`config.mk`:
```
export PLATFORM = sky130hd
export DESIGN_NAME = mat_alu_core
export DESIGN_NICKNAME = d
export VERILOG_FILES = /design/src/verilog/mat_pkg.sv /design/src/verilog/mat_alu_core.sv
export VERILOG_INCLUDE_DIRS = /design/src /design/src/verilog
export SDC_FILE = /design/constraint.sdc
export NUM_CORES = 1
export LEC_CHECK = 0
export ABC_AREA = 0
export BUFFER_PORTS_ARGS = -buffer_cell sky130_fd_sc_hd__buf_2
export CAP_MARGIN = 10
export CORE_MARGIN = 10
export CORE_UTILIZATION = 30
export DETAILED_ROUTE_END_ITERATION = 10
export PLACE_DENSITY = 0.53
export SYNTH_ARGS = -nofsm -noshare
export SYNTH_HDL_FRONTEND = slang
export SYNTH_SLANG_ARGS = --single-unit
```
`constraint.sdc`:
```
create_clock -name SYS_CLK_I -period 11.83 [get_ports SYS_CLK_I]
set_clock_uncertainty 0.2 [all_clocks]
set_input_delay 1.183 -clock SYS_CLK_I [delete_from_list [all_inputs] [get_ports SYS_CLK_I]]
set_output_delay 1.183 -clock SYS_CLK_I [all_outputs]
set_load 0.05 [all_outputs]
```
`src/verilog/mat_consts.svh`:
```
`ifndef MAT_CONSTS_SVH
`define MAT_CONSTS_SVH
// system clocks per instruction cycle
`define MAT_CLKS_PER_ICYC 4
`define MAT_CLK_MHZ 200
// register byte addresses
`define MAT_ADDR_CMD 8'h00
`define MAT_ADDR_OPND 8'h04
`define MAT_ADDR_ACC 8'h08
`define MAT_ADDR_FLAGS 8'h0C
`define MAT_ADDR_RESULT 8'h10
`define MAT_ADDR_STATUS 8'h14
// command register fields
`define MAT_CMD_OP_LSB 0
`define MAT_CMD_BIT_LSB 8
`define MAT_CMD_PCL_BIT 12
`define MAT_CMD_MEMDST_BIT 13
// flag register bit positions
`define MAT_FLG_C 0
`define MAT_FLG_AC 1
`define MAT_FLG_Z 2
`define MAT_FLG_OV 3
// reset values
`define MAT_ACC_RST 8'h00
`define MAT_FLAGS_RST 4'h0
// axi responses
`define MAT_RESP_OKAY 2'b00
`define MAT_RESP_SLVERR 2'b10
`endif

```
`src/verilog/mat_pkg.sv`:
```
package mat_pkg;
  // operation codes written to the command register
  typedef enum logic [4:0] {
    OP_ADD = 5'h00,
    OP_ADC = 5'h01,
    OP_SUB = 5'h02,
    OP_SBC = 5'h03,
    OP_DAA = 5'h04,
    OP_AND = 5'h05,
    OP_OR = 5'h06,
    OP_XOR = 5'h07,
    OP_CPL = 5'h08,
    OP_INC = 5'h09,
    OP_DEC = 5'h0A,
    OP_SETB = 5'h0B,
    OP_CLRB = 5'h0C,
    OP_RR = 5'h0D,
    OP_RL = 5'h0E,
    OP_RRC = 5'h0F,
    OP_RLC = 5'h10,
    OP_JMP = 5'h11,
    OP_CALL = 5'h12,
    OP_RET = 5'h13,
    OP_TABRD = 5'h14,
    OP_SKZ = 5'h15
  } mat_op_e;
  // execution sequencer states
  typedef enum logic [1:0] {
    ST_IDLE = 2'b00,
    ST_EXEC = 2'b01
  } mat_state_e;
endpackage : mat_pkg

```
`src/verilog/mat_alu_core.sv`:
```
`timescale 1ns/100ps
`default_nettype none
`include "mat_consts.svh"
module mat_alu_core
  import mat_pkg::*;
#(
  parameter int CLKS_PER_ICYC = `MAT_CLKS_PER_ICYC,
  parameter int PC_W = 15
) (
  input wire logic SYS_CLK_I,
  input wire logic SRST_I,
  input wire logic [7:0] S_AXI_AWADDR_I,
  input wire logic S_AXI_AWVALID_I,
  output logic S_AXI_AWREADY_O,
  input wire logic [31:0] S_AXI_WDATA_I,
  input wire logic [3:0] S_AXI_WSTRB_I,
  input wire logic S_AXI_WVALID_I,
  output logic S_AXI_WREADY_O,
  output logic [1:0] S_AXI_BRESP_O,
  output logic S_AXI_BVALID_O,
  input wire logic S_AXI_BREADY_I,
  input wire logic [7:0] S_AXI_ARADDR_I,
  input wire logic S_AXI_ARVALID_I,
  output logic S_AXI_ARREADY_O,
  output logic [31:0] S_AXI_RDATA_O,
  output logic [1:0] S_AXI_RRESP_O,
  output logic S_AXI_RVALID_O,
  input wire logic S_AXI_RREADY_I
);

  // ---------------- register state ----------------
  logic [7:0] acc_reg; // accumulator
  logic [7:0] opnd_reg; // memory operand or immediate
  logic [7:0] result_reg; // value written back to memory location
  logic [3:0] flags_reg; // ov, z, ac, c
  logic [PC_W-1:0] pc_reg; // program counter of the modelled core
  logic [PC_W-1:0] ret_reg; // saved return address, one level
  logic [PC_W-1:0] target_reg; // jump target taken from the high half of the starting command write
  logic [15:0] cmd_reg; // latched command word
  logic busy_reg; // execution in progress
  logic mem_we_reg; // last op wrote the memory location
  logic [3:0] icyc_cnt_reg; // instruction cycles taken by last op
  logic [7:0] clk_cnt_reg; // system clocks spent in current op
  // no down counter of cycles left: the end is found from the count taken
  logic [1:0] phase_reg; // position inside the instruction cycle
  mat_state_e state_reg;

  // ---------------- axi write channel ----------------
  logic aw_hold_reg;
  logic w_hold_reg;
  logic [7:0] aw_addr_reg;
  logic [31:0] w_data_reg;
  logic [3:0] w_strb_reg;
  logic wr_go;
  logic start_pulse;

  // address and data may arrive in either order; each is latched then held
  assign wr_go = aw_hold_reg && w_hold_reg && !S_AXI_BVALID_O;
  // a write to the command register while idle starts an operation
  assign start_pulse = wr_go && (aw_addr_reg == `MAT_ADDR_CMD) && w_strb_reg[0] && !busy_reg;

  // address capture
  always_ff @(posedge SYS_CLK_I) begin
    if (SRST_I) begin
      aw_hold_reg <= 1'b0;
      aw_addr_reg <= 8'h00;
      S_AXI_AWREADY_O <= 1'b0;
    end else if (wr_go) begin
      aw_hold_reg <= 1'b0;
      S_AXI_AWREADY_O <= 1'b0;
    end else if (S_AXI_AWVALID_I && S_AXI_AWREADY_O) begin
      aw_hold_reg <= 1'b1;
      aw_addr_reg <= S_AXI_AWADDR_I;
      S_AXI_AWREADY_O <= 1'b0;
    end else begin
      S_AXI_AWREADY_O <= !aw_hold_reg; // ready whenever no address is held, without waiting for valid
    end
  end

  // data capture
  always_ff @(posedge SYS_CLK_I) begin
    if (SRST_I) begin
      w_hold_reg <= 1'b0;
      w_data_reg <= 32'h00000000;
      w_strb_reg <= 4'h0;
      S_AXI_WREADY_O <= 1'b0;
    end else if (wr_go) begin
      w_hold_reg <= 1'b0;
      S_AXI_WREADY_O <= 1'b0;
    end else if (S_AXI_WVALID_I && S_AXI_WREADY_O) begin
      w_hold_reg <= 1'b1;
      w_data_reg <= S_AXI_WDATA_I;
      w_strb_reg <= S_AXI_WSTRB_I;
      S_AXI_WREADY_O <= 1'b0;
    end else begin
      S_AXI_WREADY_O <= !w_hold_reg;
    end
  end

  // write response; unmapped addresses answer slverr
  always_ff @(posedge SYS_CLK_I) begin
    if (SRST_I) begin
      S_AXI_BVALID_O <= 1'b0;
      S_AXI_BRESP_O <= `MAT_RESP_OKAY;
    end else if (wr_go) begin
      S_AXI_BVALID_O <= 1'b1;
      case (aw_addr_reg)
        `MAT_ADDR_CMD, `MAT_ADDR_OPND, `MAT_ADDR_ACC, `MAT_ADDR_FLAGS: begin
          S_AXI_BRESP_O <= `MAT_RESP_OKAY;
        end
        `MAT_ADDR_RESULT, `MAT_ADDR_STATUS: begin
          S_AXI_BRESP_O <= `MAT_RESP_OKAY; // read-only, write ignored
        end
        default: begin
          S_AXI_BRESP_O <= `MAT_RESP_SLVERR;
        end
      endcase
    end else if (S_AXI_BREADY_I) begin
      S_AXI_BVALID_O <= 1'b0;
    end
  end

  // ---------------- datapath ----------------
  mat_op_e op;
  logic [2:0] bit_sel;
  logic pcl_write; // instruction also writes program counter low byte
  logic mem_dst; // result goes to memory, not accumulator
  assign op = mat_op_e'(cmd_reg[`MAT_CMD_OP_LSB +: 5]);
  assign bit_sel = cmd_reg[`MAT_CMD_BIT_LSB +: 3];
  assign pcl_write = cmd_reg[`MAT_CMD_PCL_BIT];
  assign mem_dst = cmd_reg[`MAT_CMD_MEMDST_BIT];

  logic [7:0] alu_res;
  logic [3:0] flags_next;
  logic wr_mem; // result goes to memory location
  logic wr_acc; // result goes to accumulator
  logic [8:0] sum9;
  logic [4:0] sum5;
  logic cin;
  logic [7:0] bcd_lo;
  logic bcd_c;

  // combinational alu; results wrap modulo 256 by the 8-bit target
  always_comb begin
    alu_res = acc_reg;
    flags_next = flags_reg;
    wr_mem = 1'b0;
    wr_acc = 1'b0;
    sum9 = 9'h000;
    sum5 = 5'h00;
    cin = 1'b0;
    bcd_lo = 8'h00;
    bcd_c = 1'b0;
    case (op)
      OP_ADD, OP_ADC: begin
        cin = (op == OP_ADC) ? flags_reg[`MAT_FLG_C] : 1'b0;
        sum9 = {1'b0, acc_reg} + {1'b0, opnd_reg} + {8'h00, cin};
        sum5 = {1'b0, acc_reg[3:0]} + {1'b0, opnd_reg[3:0]} + {4'h0, cin};
        alu_res = sum9[7:0];
        flags_next[`MAT_FLG_C] = sum9[8];
        flags_next[`MAT_FLG_AC] = sum5[4];
        flags_next[`MAT_FLG_OV] = (acc_reg[7] == opnd_reg[7]) && (alu_res[7] != acc_reg[7]);
        flags_next[`MAT_FLG_Z] = (alu_res == 8'h00);
        wr_mem = mem_dst;
        wr_acc = !mem_dst;
      end
      OP_SUB, OP_SBC: begin
        // carry set means no borrow; borrow-in is the inverted carry
        cin = (op == OP_SBC) ? flags_reg[`MAT_FLG_C] : 1'b1;
        sum9 = {1'b0, acc_reg} + {1'b0, ~opnd_reg} + {8'h00, cin};
        sum5 = {1'b0, acc_reg[3:0]} + {1'b0, ~opnd_reg[3:0]} + {4'h0, cin};
        alu_res = sum9[7:0];
        flags_next[`MAT_FLG_C] = sum9[8];
        flags_next[`MAT_FLG_AC] = sum5[4];
        flags_next[`MAT_FLG_OV] = (acc_reg[7] != opnd_reg[7]) && (alu_res[7] != acc_reg[7]);
        flags_next[`MAT_FLG_Z] = (alu_res == 8'h00);
        wr_mem = mem_dst;
        wr_acc = !mem_dst;
      end
      OP_DAA: begin
        // adjust low then high nibble; only carry changes
        bcd_lo = ((acc_reg[3:0] > 4'h9) || flags_reg[`MAT_FLG_AC]) ? acc_reg + 8'h06 : acc_reg;
        bcd_c = (bcd_lo[7:4] > 4'h9) || flags_reg[`MAT_FLG_C] ||
                ((acc_reg[3:0] > 4'h9) && (acc_reg[7:4] == 4'hF));
        alu_res = bcd_c ? bcd_lo + 8'h60 : bcd_lo;
        flags_next[`MAT_FLG_C] = bcd_c;
        wr_mem = 1'b1;
      end
      OP_AND, OP_OR, OP_XOR, OP_CPL: begin
        if (op == OP_AND) begin
          alu_res = acc_reg & opnd_reg;
        end else if (op == OP_OR) begin
          alu_res = acc_reg | opnd_reg;
        end else if (op == OP_XOR) begin
          alu_res = acc_reg ^ opnd_reg;
        end else begin
          alu_res = ~opnd_reg;
        end
        flags_next[`MAT_FLG_Z] = (alu_res == 8'h00);
        wr_mem = mem_dst;
        wr_acc = !mem_dst;
      end
      OP_INC, OP_DEC: begin
        alu_res = (op == OP_INC) ? opnd_reg + 8'h01 : opnd_reg - 8'h01;
        flags_next[`MAT_FLG_Z] = (alu_res == 8'h00);
        wr_mem = mem_dst;
        wr_acc = !mem_dst;
      end
      OP_SETB, OP_CLRB: begin
        // read-modify-write of a single bit
        alu_res = opnd_reg;
        alu_res[bit_sel] = (op == OP_SETB);
        wr_mem = 1'b1;
      end
      OP_RR, OP_RL: begin
        alu_res = (op == OP_RR) ? {opnd_reg[0], opnd_reg[7:1]} : {opnd_reg[6:0], opnd_reg[7]};
        wr_mem = mem_dst; // flags untouched
        wr_acc = !mem_dst;
      end
      OP_RRC, OP_RLC: begin
        if (op == OP_RRC) begin
          alu_res = {flags_reg[`MAT_FLG_C], opnd_reg[7:1]};
          flags_next[`MAT_FLG_C] = opnd_reg[0];
        end else begin
          alu_res = {opnd_reg[6:0], flags_reg[`MAT_FLG_C]};
          flags_next[`MAT_FLG_C] = opnd_reg[7];
        end
        wr_mem = mem_dst;
        wr_acc = !mem_dst;
      end
      default: begin
        alu_res = acc_reg; // control ops leave data untouched
      end
    endcase
  end

  // instruction cycles the op needs
  logic [2:0] icyc_need;
  always_comb begin
    case (op)
      OP_JMP, OP_CALL, OP_RET, OP_TABRD: icyc_need = 3'd2;
      OP_SKZ: icyc_need = (opnd_reg == 8'h00) ? 3'd2 : 3'd1;
      default: icyc_need = pcl_write ? 3'd2 : 3'd1;
    endcase
  end

  // sequencer: whole instruction cycles of four system clocks
  always_ff @(posedge SYS_CLK_I) begin
    if (SRST_I) begin
      state_reg <= ST_IDLE;
      busy_reg <= 1'b0;
      phase_reg <= 2'b00; // the counts below restart on every start write
      icyc_cnt_reg <= 4'h0;
      clk_cnt_reg <= 8'h00;
    end else begin
      case (state_reg)
        ST_IDLE: begin
          if (start_pulse) begin
            state_reg <= ST_EXEC;
            busy_reg <= 1'b1;
            phase_reg <= 2'b00;
            icyc_cnt_reg <= 4'h0;
            clk_cnt_reg <= 8'h00;
          end
        end
        ST_EXEC: begin
          clk_cnt_reg <= clk_cnt_reg + 8'h01;
          phase_reg <= phase_reg + 2'b01;
          if (phase_reg == 2'(CLKS_PER_ICYC - 1)) begin
            icyc_cnt_reg <= icyc_cnt_reg + 4'h1;
            if (icyc_cnt_reg + 4'h1 >= {1'b0, icyc_need}) begin
              state_reg <= ST_IDLE;
              busy_reg <= 1'b0;
            end
          end
        end
        default: begin
          state_reg <= ST_IDLE;
        end
      endcase
    end
  end

  logic commit; // last clock of the final instruction cycle
  assign commit = (state_reg == ST_EXEC) && (phase_reg == 2'(CLKS_PER_ICYC - 1)) &&
                  (icyc_cnt_reg + 4'h1 >= {1'b0, icyc_need});

  // architectural state; software writes are refused while busy
  always_ff @(posedge SYS_CLK_I) begin
    if (SRST_I) begin
      acc_reg <= `MAT_ACC_RST;
      flags_reg <= `MAT_FLAGS_RST;
      opnd_reg <= 8'h00;
      result_reg <= 8'h00;
      cmd_reg <= 16'h0000;
      mem_we_reg <= 1'b0;
    end else if (commit) begin
      flags_reg <= flags_next;
      mem_we_reg <= wr_mem;
      if (wr_acc) begin
        acc_reg <= alu_res;
      end
      if (wr_mem) begin
        result_reg <= alu_res;
      end
    end else if (wr_go && !busy_reg && w_strb_reg[0]) begin
      case (aw_addr_reg)
        `MAT_ADDR_CMD: cmd_reg <= w_strb_reg[1] ? w_data_reg[15:0] : {8'h00, w_data_reg[7:0]};
        `MAT_ADDR_OPND: opnd_reg <= w_data_reg[7:0];
        `MAT_ADDR_ACC: acc_reg <= w_data_reg[7:0];
        `MAT_ADDR_FLAGS: flags_reg <= w_data_reg[3:0];
        default: begin
        end
      endcase
    end
  end

  // program counter, call save and return
  always_ff @(posedge SYS_CLK_I) begin
    if (SRST_I) begin
      pc_reg <= '0;
      ret_reg <= '0;
      target_reg <= '0;
    end else if (commit) begin
      case (op)
        OP_JMP: pc_reg <= target_reg;
        OP_CALL: begin
          ret_reg <= pc_reg + PC_W'(1);
          pc_reg <= target_reg;
        end
        OP_RET: pc_reg <= ret_reg;
        OP_SKZ: pc_reg <= pc_reg + ((opnd_reg == 8'h00) ? PC_W'(2) : PC_W'(1));
        default: pc_reg <= pcl_write ? {pc_reg[PC_W-1:8], alu_res} : pc_reg + PC_W'(1);
      endcase
    end else if (start_pulse) begin
      target_reg <= PC_W'({w_data_reg[31:16]});
    end
  end

  // ---------------- axi read channel ----------------
  always_ff @(posedge SYS_CLK_I) begin
    if (SRST_I) begin
      S_AXI_ARREADY_O <= 1'b0;
      S_AXI_RVALID_O <= 1'b0;
      S_AXI_RDATA_O <= 32'h00000000;
      S_AXI_RRESP_O <= `MAT_RESP_OKAY;
    end else if (S_AXI_RVALID_O) begin
      if (S_AXI_RREADY_I) begin
        S_AXI_RVALID_O <= 1'b0;
      end
    end else if (S_AXI_ARVALID_I && S_AXI_ARREADY_O) begin
      S_AXI_ARREADY_O <= 1'b0;
      S_AXI_RVALID_O <= 1'b1;
      S_AXI_RRESP_O <= `MAT_RESP_OKAY;
      case (S_AXI_ARADDR_I)
        `MAT_ADDR_CMD: S_AXI_RDATA_O <= {16'h0000, cmd_reg};
        `MAT_ADDR_OPND: S_AXI_RDATA_O <= {24'h000000, opnd_reg};
        `MAT_ADDR_ACC: S_AXI_RDATA_O <= {24'h000000, acc_reg};
        `MAT_ADDR_FLAGS: S_AXI_RDATA_O <= {28'h0000000, flags_reg};
        `MAT_ADDR_RESULT: S_AXI_RDATA_O <= {24'h000000, result_reg};
        `MAT_ADDR_STATUS: S_AXI_RDATA_O <= {16'(pc_reg), 6'h00, mem_we_reg, busy_reg,
                                            icyc_cnt_reg, 4'h0};
        default: begin
          S_AXI_RDATA_O <= 32'h00000000;
          S_AXI_RRESP_O <= `MAT_RESP_SLVERR;
        end
      endcase
    end else begin
      S_AXI_ARREADY_O <= 1'b1;
    end
  end

  // ---------------- assertions ----------------
  a_icyc_four_clks: assert property (@(posedge SYS_CLK_I) disable iff (SRST_I)
    $fell(busy_reg) |-> (clk_cnt_reg == ({4'h0, icyc_cnt_reg} << 2)))
    else $error("instruction length not a multiple of four clocks");
  a_branch_two_cyc: assert property (@(posedge SYS_CLK_I) disable iff (SRST_I)
    (commit && (op == OP_CALL || op == OP_JMP)) |-> (icyc_cnt_reg == 4'h1))
    else $error("branch did not take two cycles");
  a_pcl_extra_cyc: assert property (@(posedge SYS_CLK_I) disable iff (SRST_I)
    (commit && pcl_write && op == OP_ADD) |-> (icyc_cnt_reg == 4'h1))
    else $error("pcl write missed extra cycle");
  a_skip_cycles: assert property (@(posedge SYS_CLK_I) disable iff (SRST_I)
    (commit && op == OP_SKZ) |-> (icyc_cnt_reg == ((opnd_reg == 8'h00) ? 4'h1 : 4'h0)))
    else $error("skip cycle count wrong");
  a_add_result: assert property (@(posedge SYS_CLK_I) disable iff (SRST_I)
    (commit && op == OP_ADD && !mem_dst) |=> (acc_reg == 8'($past(acc_reg) + $past(opnd_reg))))
    else $error("add result wrong");
  a_carry_out: assert property (@(posedge SYS_CLK_I) disable iff (SRST_I)
    (commit && op == OP_ADD) |=>
      (flags_reg[`MAT_FLG_C] == ({1'b0, $past(acc_reg)} + {1'b0, $past(opnd_reg)} > 9'd255)))
    else $error("carry flag wrong");
  a_logic_zero: assert property (@(posedge SYS_CLK_I) disable iff (SRST_I)
    (commit && op == OP_AND) |=> (flags_reg[`MAT_FLG_Z] == (result_reg == 8'h00 && mem_we_reg
      || acc_reg == 8'h00 && !mem_we_reg)))
    else $error("zero flag wrong after logic op");
  a_logic_flags: assert property (@(posedge SYS_CLK_I) disable iff (SRST_I)
    (commit && (op == OP_XOR || op == OP_INC)) |=>
      (flags_reg[2:0] & 3'b011) == ($past(flags_reg[2:0]) & 3'b011) &&
      flags_reg[`MAT_FLG_OV] == $past(flags_reg[`MAT_FLG_OV]))
    else $error("logic op touched arithmetic flags");
  a_bit_rmw: assert property (@(posedge SYS_CLK_I) disable iff (SRST_I)
    (commit && op == OP_SETB) |=> ((result_reg | (8'h01 << $past(bit_sel))) ==
      ($past(opnd_reg) | (8'h01 << $past(bit_sel)))) && result_reg[$past(bit_sel)])
    else $error("bit set disturbed other bits");
  a_rotate_noflag: assert property (@(posedge SYS_CLK_I) disable iff (SRST_I)
    (commit && (op == OP_RR || op == OP_RL)) |=> $stable(flags_reg))
    else $error("plain rotate changed flags");
  a_call_return: assert property (@(posedge SYS_CLK_I) disable iff (SRST_I)
    (commit && op == OP_CALL) |=> (ret_reg == $past(pc_reg) + PC_W'(1)))
    else $error("call saved wrong return address");

endmodule : mat_alu_core
`default_nettype wire

```
Word-level counts from Yosys, hierarchy flattened:

Cells that the tools add are included.
W data, S select, Z words.

* register bits: 183
* input bits: 59
* logic and storage cells: 233
* output and inout port bits: 41

* multiplexer cells: 58
* equality and inequality tests: 46
* order comparisons: 5
* reduce and logical (&&, ||, !) cells: 71
* bitwise operators: 8
* add/sub/neg operators: 16

Operator list (count)
* $pmux W31 S6: 1
* $mux W8: 13
* $pmux W8 S8: 1
* $logic_not A8 Y1: 7
* $pmux W15 S3: 1
* $eq A5 B4 Y1 const B: 8
* $eq A8 B4 Y1 const B: 4
* $eq A8 B5 Y1 const B: 4
* $eq A5 B5 Y1 const B: 6
* $reduce_and A3 Y1: 8
* $eq A5 B3 Y1 const B: 4
* $mux W4: 5
* $add A8 B8 Y9: 2
* $add A9 B1 Y9: 2
* $mux W2: 9
* $eq A8 B3 Y1 const B: 2
* $logic_and A1 B1 Y1: 16
* $mux W16: 1
* $reduce_and A2 Y1: 8
* $reduce_or A2 Y1: 8
* $add A15 B1 Y15 const B: 1
* $add A15 B2 Y15: 1
* $mux W15: 1
* $mux W1: 14
* other kinds (45): 77

Depth between registers and ports, before layout:

Gate-level depths: netlist of the first run.

* word-level depth: 10
* gate-level depth with buffers: 15
* gate-level depth less buffers: 12

Worst setup path after synthesis of the first run:

OpenSTA, ideal clock, no wires.

* path kind: reg2reg
* from: register cmd_reg[4]
* to: register acc_reg[6]
* cell stages (with the launch flop): 15
* arrival time: 3.541 ns
* required time: 11.482 ns
* clock period less this slack: 3.889 ns
* library setup time: 0.148 ns
* path slack: 7.941 ns
* buffers on the path: 3
* cell sequence: dfxtp_1 buf_2 buf_2 buf_2 nor3_1 nand3_1 fa_1 fa_1 nand2b_1 a211oi_1 o31ai_1 o311ai_0 o22ai_1 nor4b_2 a221oi_1

* word-level cells in the longest chain between the ends: 8
* elaborated cells between the ends (all ways): 54
* those cells by class: add/sub (2); order compare (1); eq/ne (22); mux (15); reduce/logical (14)

RTL lines
* start, declared: RTL line mat_alu_core.sv:39 `logic [15:0] cmd_reg;`
* start signal, assigned: RTL line mat_alu_core.sv:308 `` `MAT_ADDR_CMD: cmd_reg <= w_strb_reg[1] ? w_data_reg[15:0] : {8'h00, w_data_reg[7:0]}; ``
* branches (longest 8 deep; another with $add A9 B1 Y9)
* end signal, assigned: RTL line mat_alu_core.sv:291 `` acc_reg <= `MAT_ACC_RST; ``
* end signal, assigned: RTL line mat_alu_core.sv:301 `acc_reg <= alu_res;`
* end signal, assigned: RTL line mat_alu_core.sv:310 `` `MAT_ADDR_ACC: acc_reg <= w_data_reg[7:0]; ``
* end, declared: RTL line mat_alu_core.sv:32 `logic [7:0] acc_reg;`

Several ways; the timed one is not identified. The select of a mux whose other input is x is not followed.
A chain may end at the register's enable or synchronous reset.

Final worst setup path of the first run:

* from: register cmd_reg[1]
* to: register acc_reg[6]

The elaborated chain is that of the path after synthesis.

==> out/qor.txt, run 1 <==
worst ir drop on vdd: 0.101 mV
Post-Route WL: 39300 microns
status: complete, no violations
FILL cells: 3765
share of async-settable or async-resettable flops after synthesis: 0
TritonCTS clock tree: done
yosys warns: 0
DP Worst Slack: 7.26 ns
area of the die: 44100 sq um
first-pass GRT wire length: 60300 microns
Placement Rows: 69
Post-CTS Setup Repair Bufs: 0
DRC: 0
pins over their slew limit: 0
Crit path largest cell delay: 0.71 ns
CP Launch Point: cmd_reg[1]
Detail Placement HPWL: 28200 microns
Area growth syn-to-layout: 12.8%
average size of a mapped cell: 7.87 sq um
Slowest cell on crit path: nor4b_2
worst setup margin: 6.99 ns
Power Density: 103 nW/um^2
Final Critical Period: 4.84 ns
routed vias/inst: 5.66
setup tns final: 0 ns
largest net degree at the start of global routing: 84
Num CTS Buffers: 17
cell family with the largest share of critical-path delay: simple AND/OR/NAND/NOR gates
R2R Setup Slk: 6.99 ns
number of inserted diodes: 0
crit-path max FO: 42
Seq/Total Area, Yosys: 0.329
Seq cells post-synth: 178
Reg clk slew, reported paths: 0.07 ns
First DRT Iteration DRCs: 1057
share of the synthesized area in the top cell type: 0.329
share of layout cells above drive strength 1: 0.128
Post-synth EDFFs: 0
Achievable Freq: 207 MHz
Final period util: 0.409
Rel. slew slack: 0.191
CTS max path bufs: 2
post-cts hold buffer count: 0
Static Leak: 4.21 nW
Worst Setup End Kind: flip-flop
Critical path buffers and inverters: 1
worst slew pin tran: 1.21 ns
Synth Flop Type: dfxtp_1
design area: 12200 sq um
H-tree levels: 4
routed length per placed instance: 21.0 microns
Clock power frac: 0.465
Overflow after GRT: 0
Psw: 0.316 mW
Horiz. Die Dim: 210 microns
worst hold path class: reg2reg
initial antenna violation count: 1
cell depth of the worst setup path: 12
library cells used by synthesis: 92
Core ar.: 35600 sq um
Clk Latency, worst-skew pair: 0.44 ns
startpoint types: flip-flop
Crit Reg-Reg Endpoint: acc_reg[6]
Seq pwr share: 0.490
CTS root buffer: clkbuf_16
chip height: 210 microns
ranking of synthesized cells by area: dfxtp_1 (33%), nand2_1 (6.5%), a21oi_1 (5.1%)
Top cell by count, worst path: fa_1
IO Port Bufs: 93
Starting Density: 0.304
post-synth top area cell: dfxtp_1
RR Startpoint: cmd_reg[1]
sw frac: 0.251
Worst Path Arrival: 4.92 ns
GRT Util Overall: 0.172
critical path required time: 11.92 ns
Final nets: 1504
CP cell instances: buf_4 -> nor2b_1 -> nand3_1 -> fa_1 -> fa_1 -> nand2b_1 -> a211oi_1 -> o31ai_1 -> o311ai_0 -> o22ai_1 -> nor4b_2 -> a221oi_1
count of final setup violators: 0
Critical path destination: acc_reg[6]
post-CTS sizing: 0
combinational share of power: 0.045
mapped cell area: 10800 sq um
Placer Congestion: 0.985
count leader, synth: nand2_1
Post-synth top cells: nand2_1 (188), dfxtp_1 (178), nor2_1 (124), a21oi_1 (110), clkbuf_1 (78)
io pins: 100
cells after synthesis: 1376
post-route ant nets: 0
critical path class: reg2reg
Pint: 0.942 mW
final hold violation count: 0
vias in the first global route: 9898
Area after DPL: 11600 sq um
Clock Sinks: 178
maxcap violations: 0
1st-pass router iterations: 5
via count: 10.6k
Reg2Reg Depth: 12
RSZ-0062 raised after global routing: no
==> cells in the final DEF, fill, tap and decap left out, types with 27 or more instances in the layout <==
| cell | n |
|---|---|
| mux2i_1 | 38 |
| a21oi_1 | 110 |
| nor2_1 | 123 |
| a22o_1 | 29 |
| a211oi_1 | 27 |
| ha_1 | 39 |
| o21ai_0 | 59 |
| dfxtp_1 | 178 |
| nand2_1 | 188 |
| xnor2_1 | 32 |
| buf_2 | 92 |
| inv_1 | 33 |
| nor3_1 | 37 |
| nand3_1 | 46 |
==> worst min path at each step <==
stage | startpoint | to | slack [ns] | cells past startpoint
finish | S_AXI_RDATA_O[8] | S_AXI_RDATA_O[8] | 0.25 | 2
global route | w_data_reg[10] | w_data_reg[10] | 0.28 | 2
CTS | S_AXI_RDATA_O[3] | S_AXI_RDATA_O[3] | 0.25 | 2
detailed placement | S_AXI_RDATA_O[3] | S_AXI_RDATA_O[3] | 0.24 | 2
global placement | S_AXI_RDATA_O[7] | S_AXI_RDATA_O[7] | 0.24 | 2
floorplan | target_reg[0] | target_reg[0] | 0.23 | 2
==> worst min-delay path: stages, from the launching register on <==
cell and delay (ns):
dfxtp_1 0.32, nand2_1 0.04, o21ai_0 0.05
==> per-layer routing <==
layer	up-vias	share of wire	track usage	wire length [microns]
li1	5044	-	-	-
met1	5059	0.47	0.249	18600
met2	445	0.42	0.242	16300
met3	57	0.087	0.0423	3400
met4	2	0.025	0.0576	983
met5	-	0.00018	0	7
==> power by group through the flow <==
stage | Sequential (mW) | Clock [mW] | Combinational [mW]
after detailed placement | 0.630 | 0 | 0.0570
after global routing | 0.617 | 0.622 | 0.0629
after CTS | 0.616 | 0.597 | 0.0570
after floorplan | 0.632 | 0 | 0.0336
final | 0.616 | 0.586 | 0.0564
after global placement | 0.630 | 0 | 0.0563
==> through the flow <==
| step | hold slack (ns) | instances | power, mW | util |
|---|---|---|---|---|
| final | 0.249 | 1874 | 1.26 | 0.343 |
| after detailed placement | 0.238 | 1842 | 0.687 | 0.326 |
| after CTS | 0.254 | 1874 | 1.27 | 0.343 |
| after floorplan | 0.231 | 1378 | 0.666 | - |
| after global placement | 0.237 | 1842 | 0.686 | 0.326 |
| after global routing | 0.275 | 1874 | 1.30 | 0.343 |
==> area by class of cell <==
class                           count  area, sq um  area share
Clock inverter                     12          136      0.0112
Multi-Input combinational cell   1052         6690       0.548
Sequential cell                   178         3560       0.292
Inverter                           34          128      0.0104
Timing Repair Buffer              117          648      0.0531
Tap cell                          461          577      0.0472
Clock buffer                       20          467      0.0382
==> cells by family after synthesis <==
| logic type | count (synthesis) | synth area share |
|---|---|---|
| AND/OR/NAND/NOR | 520 | 0.229 |
| AO/OA/AOI/OAI | 392 | 0.247 |
| flip-flops | 178 | 0.329 |
| buffers and inverters | 148 | 0.0565 |
| XOR/XNOR | 46 | 0.0372 |
| multiplexers | 46 | 0.0445 |
| adder cells (fa/ha/maj) | 45 | 0.0562 |
| other | 1 | 0.000346 |
(Power assumes the default switching activity.)
==> inputs of run 2 (changes only) <==
Settings changed: ABC_AREA 0 to 1.
Clock period 11.83 ns to 4.53 ns, I/O delays scaled along.
==> run 2 against run 1 <==
  * Final area decreased by 1.8%
  * Global-route usage up 0.77 points
  * First-iteration DRC count down 1.1%
  * Worst setup slack got worse by 6.5 ns
  * Critical path depth rose by 3
  * Die area decreased by 2.9%
  * Fmax increased by 21%
  * Synthesized cell count increased by 12%
  * Flip-flop and latch count did not move
  * Routed wire length shrank 1.6%
  * Combinational power rose to 3.2 times the previous value
==> out/qor.txt, run 2 <==
worst hold path class: in2reg (was reg2reg)
setup tns final: 0 ns (unchanged)
Reg clk slew, reported paths: 0.07 ns (about the same)
share of the synthesized area in the top cell type: 0.340 (was 0.329)
Clock Sinks: 178 (unchanged)
CTS max path bufs: 2 (unchanged)
Final period util: 0.883 (was 0.409)
initial antenna violation count: 0 (was 1)
Clk Latency, worst-skew pair: 0.44 ns (about the same)
Synth Flop Type: dfxtp_1 (unchanged)
TritonCTS clock tree: done (unchanged)
Achievable Freq: 250 MHz (was 207 MHz)
Hold Path Cell Cnt: 2 (unchanged)
Core ar.: 34500 sq um (was 35600 sq um)
count of final setup violators: 0 (unchanged)
Reg2Reg Depth: 15 (was 12)
Worst Path Arrival: 4.13 ns (was 4.92 ns)
DRC: 0 (unchanged)
status: complete, no violations (unchanged)
pins over their slew limit: 0 (unchanged)
largest net degree at the start of global routing: 55 (was 84)
RSZ-0062 raised after global routing: no (unchanged)
io pins: 100 (unchanged)
average size of a mapped cell: 6.80 sq um (was 7.87 sq um)
Seq cells post-synth: 178 (unchanged)
area of the die: 42800 sq um (was 44100 sq um)
mapped cell area: 10500 sq um (was 10800 sq um)
Post-Route WL: 38700 microns (was 39300 microns)
cells after synthesis: 1542 (was 1376)
post-CTS sizing: 0 (unchanged)
Placer Congestion: 0.948 (was 0.985)
commonest non-fill, non-tap cell in the layout: nand2_1 (unchanged)
vias in the first global route: 10.4k (was 9898)
Post-synth top cells: nand2_1 (262), nor2_1 (201), dfxtp_1 (178), o21ai_0 (166), inv_1 (148) (was nand2_1 (188), dfxtp_1 (178), nor2_1 (124), a21oi_1 (110), clkbuf_1 (78))
post-synth top area cell: dfxtp_1 (unchanged)
routed vias/inst: 5.21 (was 5.66)
Hold EP: S_AXI_RVALID_O (was S_AXI_RDATA_O[8])
worst slew pin tran: 1.14 ns (was 1.21 ns)
startpoint types: flip-flop (unchanged)
post-route ant nets: 0 (unchanged)
critical path class: reg2reg (unchanged)
IO Port Bufs: 93 (unchanged)
worst ir drop on vdd: 0.267 mV (was 0.101 mV)
Worst Setup End Kind: flip-flop (unchanged)
crit-path max FO: 17 (was 42)
Post-CTS Setup Repair Bufs: 0 (unchanged)
CTS root buffer: clkbuf_16 (unchanged)
Final nets: 1720 (was 1504)
Placement Rows: 68 (was 69)
Hold Path Origin: S_AXI_RREADY_I (was S_AXI_RDATA_O[8])
GRT Util Overall: 0.180 (was 0.172)
First DRT Iteration DRCs: 1045 (was 1057)
ranking of synthesized cells by area: dfxtp_1 (34%), nand2_1 (9.4%), o21ai_0 (7.9%) (was dfxtp_1 (33%), nand2_1 (6.5%), a21oi_1 (5.1%))
Rel. slew slack: 0.242 (was 0.191)
maxcap violations: 0 (unchanged)
via count: 10.9k (was 10.6k)
number of inserted diodes: 0 (unchanged)
count leader, synth: nand2_1 (unchanged)
Overflow after GRT: 0 (unchanged)
Final Critical Period: 4.00 ns (was 4.84 ns)
1st-pass router iterations: 6 (was 5)
share of async-settable or async-resettable flops after synthesis: 0 (unchanged)
Num CTS Buffers: 17 (unchanged)
library cells used by synthesis: 50 (was 92)
first-pass GRT wire length: 60500 microns (was 60300 microns)
post-cts hold buffer count: 0 (unchanged)
critical path required time: 4.66 ns (was 11.92 ns)
Crit Reg-Reg Endpoint: result_reg[5] (was acc_reg[6])
final hold violation count: 0 (unchanged)
Area growth syn-to-layout: 14.5% (was 12.8%)
Horiz. Die Dim: 207 microns (was 210 microns)
H-tree levels: 4 (unchanged)
yosys warns: 0 (unchanged)
Static Leak: 4.91 nW (was 4.21 nW)
Total Power: 3.28 mW (was 1.26 mW)
Detail Placement HPWL: 29700 microns (was 28200 microns)
Starting Density: 0.303 (was 0.304)
highest-count cells in the layout ignoring fill and taps: nand2_1 (262), nor2_1 (201), dfxtp_1 (178), o21ai_0 (166), inv_1 (147) (was nand2_1 (188), dfxtp_1 (178), nor2_1 (123), a21oi_1 (110), buf_2 (92))
Post-synth EDFFs: 0 (unchanged)
chip height: 207 microns (was 210 microns)
Seq/Total Area, Yosys: 0.340 (was 0.329)
Power Density: 274 nW/um^2 (was 103 nW/um^2)
share of layout cells above drive strength 1: 0.110 (was 0.128)
R2R Setup Slk: 0.53 ns (was 6.99 ns)
RR Startpoint: cmd_reg[4] (was cmd_reg[1])
routed length per placed instance: 18.6 microns (was 21.0 microns)
-- run 2: cell count changes after synthesis, sizes merged, moves of 16 or more --
cell    delta
clkbuf    -38
nor2      +85
mux2i     -38
inv      +124
xnor2     -28
o21ai    +111
a22o      -29
nand4     +16
nand2     +79
nand2b    -20
nand3     +79
-- run 2: metal layers --
layer  vias to the layer above  global-route usage  share of wire
met5                         -                   0              0
met3                        48              0.0304          0.074
met2                       407               0.257           0.41
li1                       5361                   -              -
met4                         0              0.0422          0.017
met1                      5040               0.272           0.50
-- run 2: power breakdown --
group          internal [mW]  switching, mW
Sequential              1.60         0.0226
Clock                  0.830          0.654
Combinational         0.0519          0.127
-- run 2: worst max-delay path: stages, from the launching register on --
cell and delay, ns:
dfxtp_1 0.64, inv_2 0.20, nor2_2 0.29, a21oi_1 0.14, nand2_1 0.36, o22ai_1 0.14
ha_1 0.30, inv_1 0.03, a21boi_0 0.16, o31ai_1 0.10, nand2_1 0.20, inv_2 0.21
a21oi_2 0.43, inv_1 0.24, a21oi_1 0.17, nor2_1 0.06
-- run 2: kinds of logic (layout without fill, tap and decap cells) --
group           after synthesis  in the layout  share of synthesized area
fa+ha+maj                    45             45                     0.0580
xor+xnor                     30             30                     0.0251
compound gates              393            393                      0.215
simple gates                672            672                      0.278
other cells                   1              3                   0.000358
buf+inv                     223            307                     0.0838
flops                       178            178                      0.340
-- run 2: worst max path at each step --
| stage | from | end | slack (ns) | depth (start not counted) |
|---|---|---|---|---|
| finish | cmd_reg[4] | result_reg[5] | 0.53 | 15 |
| global route | cmd_reg[4] | result_reg[1] | 0.14 | 15 |
| CTS | cmd_reg[4] | ret_reg[9] | 0.61 | 16 |
| detailed placement | cmd_reg[4] | result_reg[1] | 0.63 | 15 |
| global placement | cmd_reg[4] | result_reg[6] | 0.74 | 15 |
| floorplan | cmd_reg[3] | acc_reg[4] | 1.61 | 17 |
-- run 2: through the flow --
step | hold WS (ns) | instance area (sq um) | instances | utilization | worst slack, ns
CTS | 0.00141 | 12000 | 2083 | 0.347 | 0.609
global placement | 0.240 | 11400 | 2052 | 0.331 | 0.739
floorplan | 0.230 | 10500 | 1544 | - | 1.61
global route | 0.00568 | 12000 | 2083 | 0.347 | 0.140
finish | 0.0130 | 12000 | 2083 | 0.347 | 0.528
detailed placement | 0.243 | 11400 | 2052 | 0.331 | 0.634
-- run 2: layout make-up --
| type | count | area, sq um |
|---|---|---|
| Clock buffer | 20 | 447 |
| Clock inverter | 11 | 131 |
| Fill cell | 3852 | 22500 |
| Inverter | 160 | 602 |
| Multi-Input combinational cell | 1143 | 6050 |
| Sequential cell | 178 | 3560 |
| Tap cell | 455 | 569 |
| Timing Repair Buffer | 116 | 638 |
==> inputs of run 3 (changes only) <==
Settings changed: PLACE_DENSITY 0.53 to default.
==> run 3 against run 2 <==
  * Fmax rose by 3.4%
  * Worst setup slack improved by 0.13 ns
  * Register-to-register slack improved by 0.13 ns
  * Flip-flop and latch count did not move
  * Core utilization rose by 0.20 points
  * Highest routed layer unchanged
==> out/qor.txt, run 3 (synthesis results as in run 2) <==
initial antenna violation count: 0 (unchanged)
pins over their slew limit: 0 (unchanged)
GRT Util Overall: 0.172 (was 0.180)
TritonCTS clock tree: done (unchanged)
Final period util: 0.855 (was 0.883)
Num CTS Buffers: 17 (unchanged)
critical path class: reg2reg (unchanged)
1st-pass router iterations: 5 (was 6)
Clock power frac: 0.460 (was 0.452)
worst slew pin tran: 1.17 ns (was 1.14 ns)
CTS root buffer: clkbuf_16 (unchanged)
area of the die: 42800 sq um (unchanged)
Clock Sinks: 178 (unchanged)
Horiz. Die Dim: 207 microns (unchanged)
Static Leak: 4.94 nW (was 4.91 nW)
status: complete, no violations (unchanged)
Area after DPL: 11400 sq um (about the same)
Worst Path Arrival: 4.05 ns (was 4.13 ns)
cell family with the largest share of critical-path delay: buffers and inverters (was compound AO/OA/AOI/OAI gates)
Clk Latency, worst-skew pair: 0.45 ns (was 0.44 ns)
setup tns final: 0 ns (unchanged)
io pins: 100 (unchanged)
count of final setup violators: 0 (unchanged)
IO Port Bufs: 93 (unchanged)
Area growth syn-to-layout: 15.1% (was 14.5%)
Total Power: 3.33 mW (was 3.28 mW)
worst setup margin: 0.658 ns (was 0.528 ns)
critical path required time: 4.71 ns (was 4.66 ns)
Placement Rows: 68 (unchanged)
RSZ-0062 raised after global routing: no (unchanged)
Starting Density: 0.303 (unchanged)
number of inserted diodes: 0 (unchanged)
Achievable Freq: 258 MHz (was 250 MHz)
Post-CTS Setup Repair Bufs: 0 (unchanged)
Critical path buffers and inverters: 8 (was 4)
CTS max path bufs: 2 (unchanged)
worst-case hold slack: 0.0261 ns (was 0.0130 ns)
worst ir drop on vdd: 0.264 mV (was 0.267 mV)
share of layout cells above drive strength 1: 0.112 (was 0.110)
highest-count cells in the layout ignoring fill and taps: nand2_1 (262), nor2_1 (201), dfxtp_1 (178), o21ai_0 (166), inv_1 (147) (unchanged)
Power Density: 276 nW/um^2 (was 274 nW/um^2)
CP cell instances: inv_2 -> nand2_2 -> inv_1 -> nand3_1 -> buf_4 -> inv_2 -> a21oi_1 -> nand2_1 -> o22ai_1 -> ha_1 -> inv_1 -> a21boi_0 -> o31ai_1 -> nand2_1 -> inv_2 -> nor3_2 -> buf_4 -> inv_1 -> nand2_1 -> a21oi_1 (was inv_2 -> nor2_2 -> a21oi_1 -> nand2_1 -> o22ai_1 -> ha_1 -> inv_1 -> a21boi_0 -> o31ai_1 -> nand2_1 -> inv_2 -> a21oi_2 -> inv_1 -> a21oi_1 -> nor2_1)
Detail Placement HPWL: 28900 microns (was 29700 microns)
Crit path largest cell delay: 0.42 ns (was 0.64 ns)
combinational share of power: 0.054 (about the same)
via count: 10.9k (about the same)
worst hold path class: in2reg (unchanged)
Placer Congestion: 0.958 (was 0.948)
routed vias/inst: 5.24 (was 5.21)
DRC: 0 (unchanged)
vias in the first global route: 10.1k (was 10.4k)
Pint: 2.45 mW (was 2.48 mW)
largest net degree at the start of global routing: 90 (was 55)
sw frac: 0.265 (was 0.245)
Slowest cell on crit path: dfxtp_1 (unchanged)
Core ar.: 34500 sq um (unchanged)
Reg clk slew, reported paths: 0.08 ns (was 0.07 ns)
fin cells: 2086 (was 2083)
routed length per placed instance: 18.2 microns (was 18.6 microns)
startpoint types: flip-flop (unchanged)
Worst Setup End Kind: flip-flop (unchanged)
Seq pwr share: 0.486 (was 0.494)
post-route ant nets: 0 (unchanged)
crit-path max FO: 23 (was 17)
design area: 12100 sq um (was 12000 sq um)
maxcap violations: 0 (unchanged)
final hold violation count: 0 (unchanged)
chip height: 207 microns (unchanged)
DP Worst Slack: 0.757 ns (was 0.634 ns)
final core occ: 0.349 (was 0.347)
Post-Route WL: 37900 microns (was 38700 microns)
H-tree levels: 4 (unchanged)
Rel. slew slack: 0.222 (was 0.242)
commonest non-fill, non-tap cell in the layout: nand2_1 (unchanged)
First DRT Iteration DRCs: 1034 (was 1045)
Overflow after GRT: 0 (unchanged)
Final Critical Period: 3.87 ns (was 4.00 ns)
Final nets: 1722 (was 1720)
Psw: 0.885 mW (was 0.803 mW)
first-pass GRT wire length: 57800 microns (was 60500 microns)
placed cells: 2053 (was 2052)
## run 3: cell types whose count changed in the layout (fill, tap and decap cells not counted)
cell and delta:
clkinv_8 +4, inv_6 +4, clkbuf_1 -2, clkinv_2 -2, clkinvlp_4 -2, inv_8 +2, buf_12 +1, bufinv_16 -1
clkbuf_8 -1, clkinv_4 -1, dlygate4sd3_1 +1
## run 3: power groups by stage
stage,registers (mW),logic (mW),clock network [mW]
5_1_grt,1.62,0.200,1.62
3_5_place_dp,1.66,0.178,0
6_report,1.62,0.180,1.53
2_1_floorplan,1.66,0.102,0
4_1_cts,1.62,0.180,1.56
3_3_place_gp,1.65,0.177,0
## run 3: routing by layer
layer  global-route usage  wire length [microns]  up-vias
li1                     -                      -     5378
met1                0.255                  18600     5053
met2                0.245                  15300      445
met3               0.0342                   3280       56
met4               0.0481                    739        0
met5                    0                      0        -
## run 3: worst min-delay path, stage by stage
cell and delay [ns]:
buf_2 0.07, nor2_1 0.03, nor2_1 0.08
## run 3: final cells by class
| type | instances | area, sq um |
|---|---|---|
| Fill cell | 3812 | 22500 |
| Multi-Input combinational cell | 1143 | 6050 |
| Sequential cell | 178 | 3560 |
| Timing Repair Buffer | 118 | 668 |
| Inverter | 160 | 602 |
| Tap cell | 455 | 569 |
| Clock buffer | 17 | 425 |
| Clock inverter | 15 | 190 |
## run 3: worst paths after layout
check / cells after the start / start / endpoint / slack [ns]
worst max-delay path: 20 / cmd_reg[3] / ret_reg[13] / 0.66
worst min-delay path: 3 / S_AXI_AWADDR_I[1] / aw_addr_reg[1] / 0.03
worst max register to register: 20 / cmd_reg[3] / ret_reg[13] / 0.66
worst min register to register: 2 / w_strb_reg[0] / w_strb_reg[0] / 0.26
## run 3: what timing repair did
action                                 CTS  global route
endpoints found under the hold margin    1             0
gates resized for setup                  0             0
hold buffers                             1             0
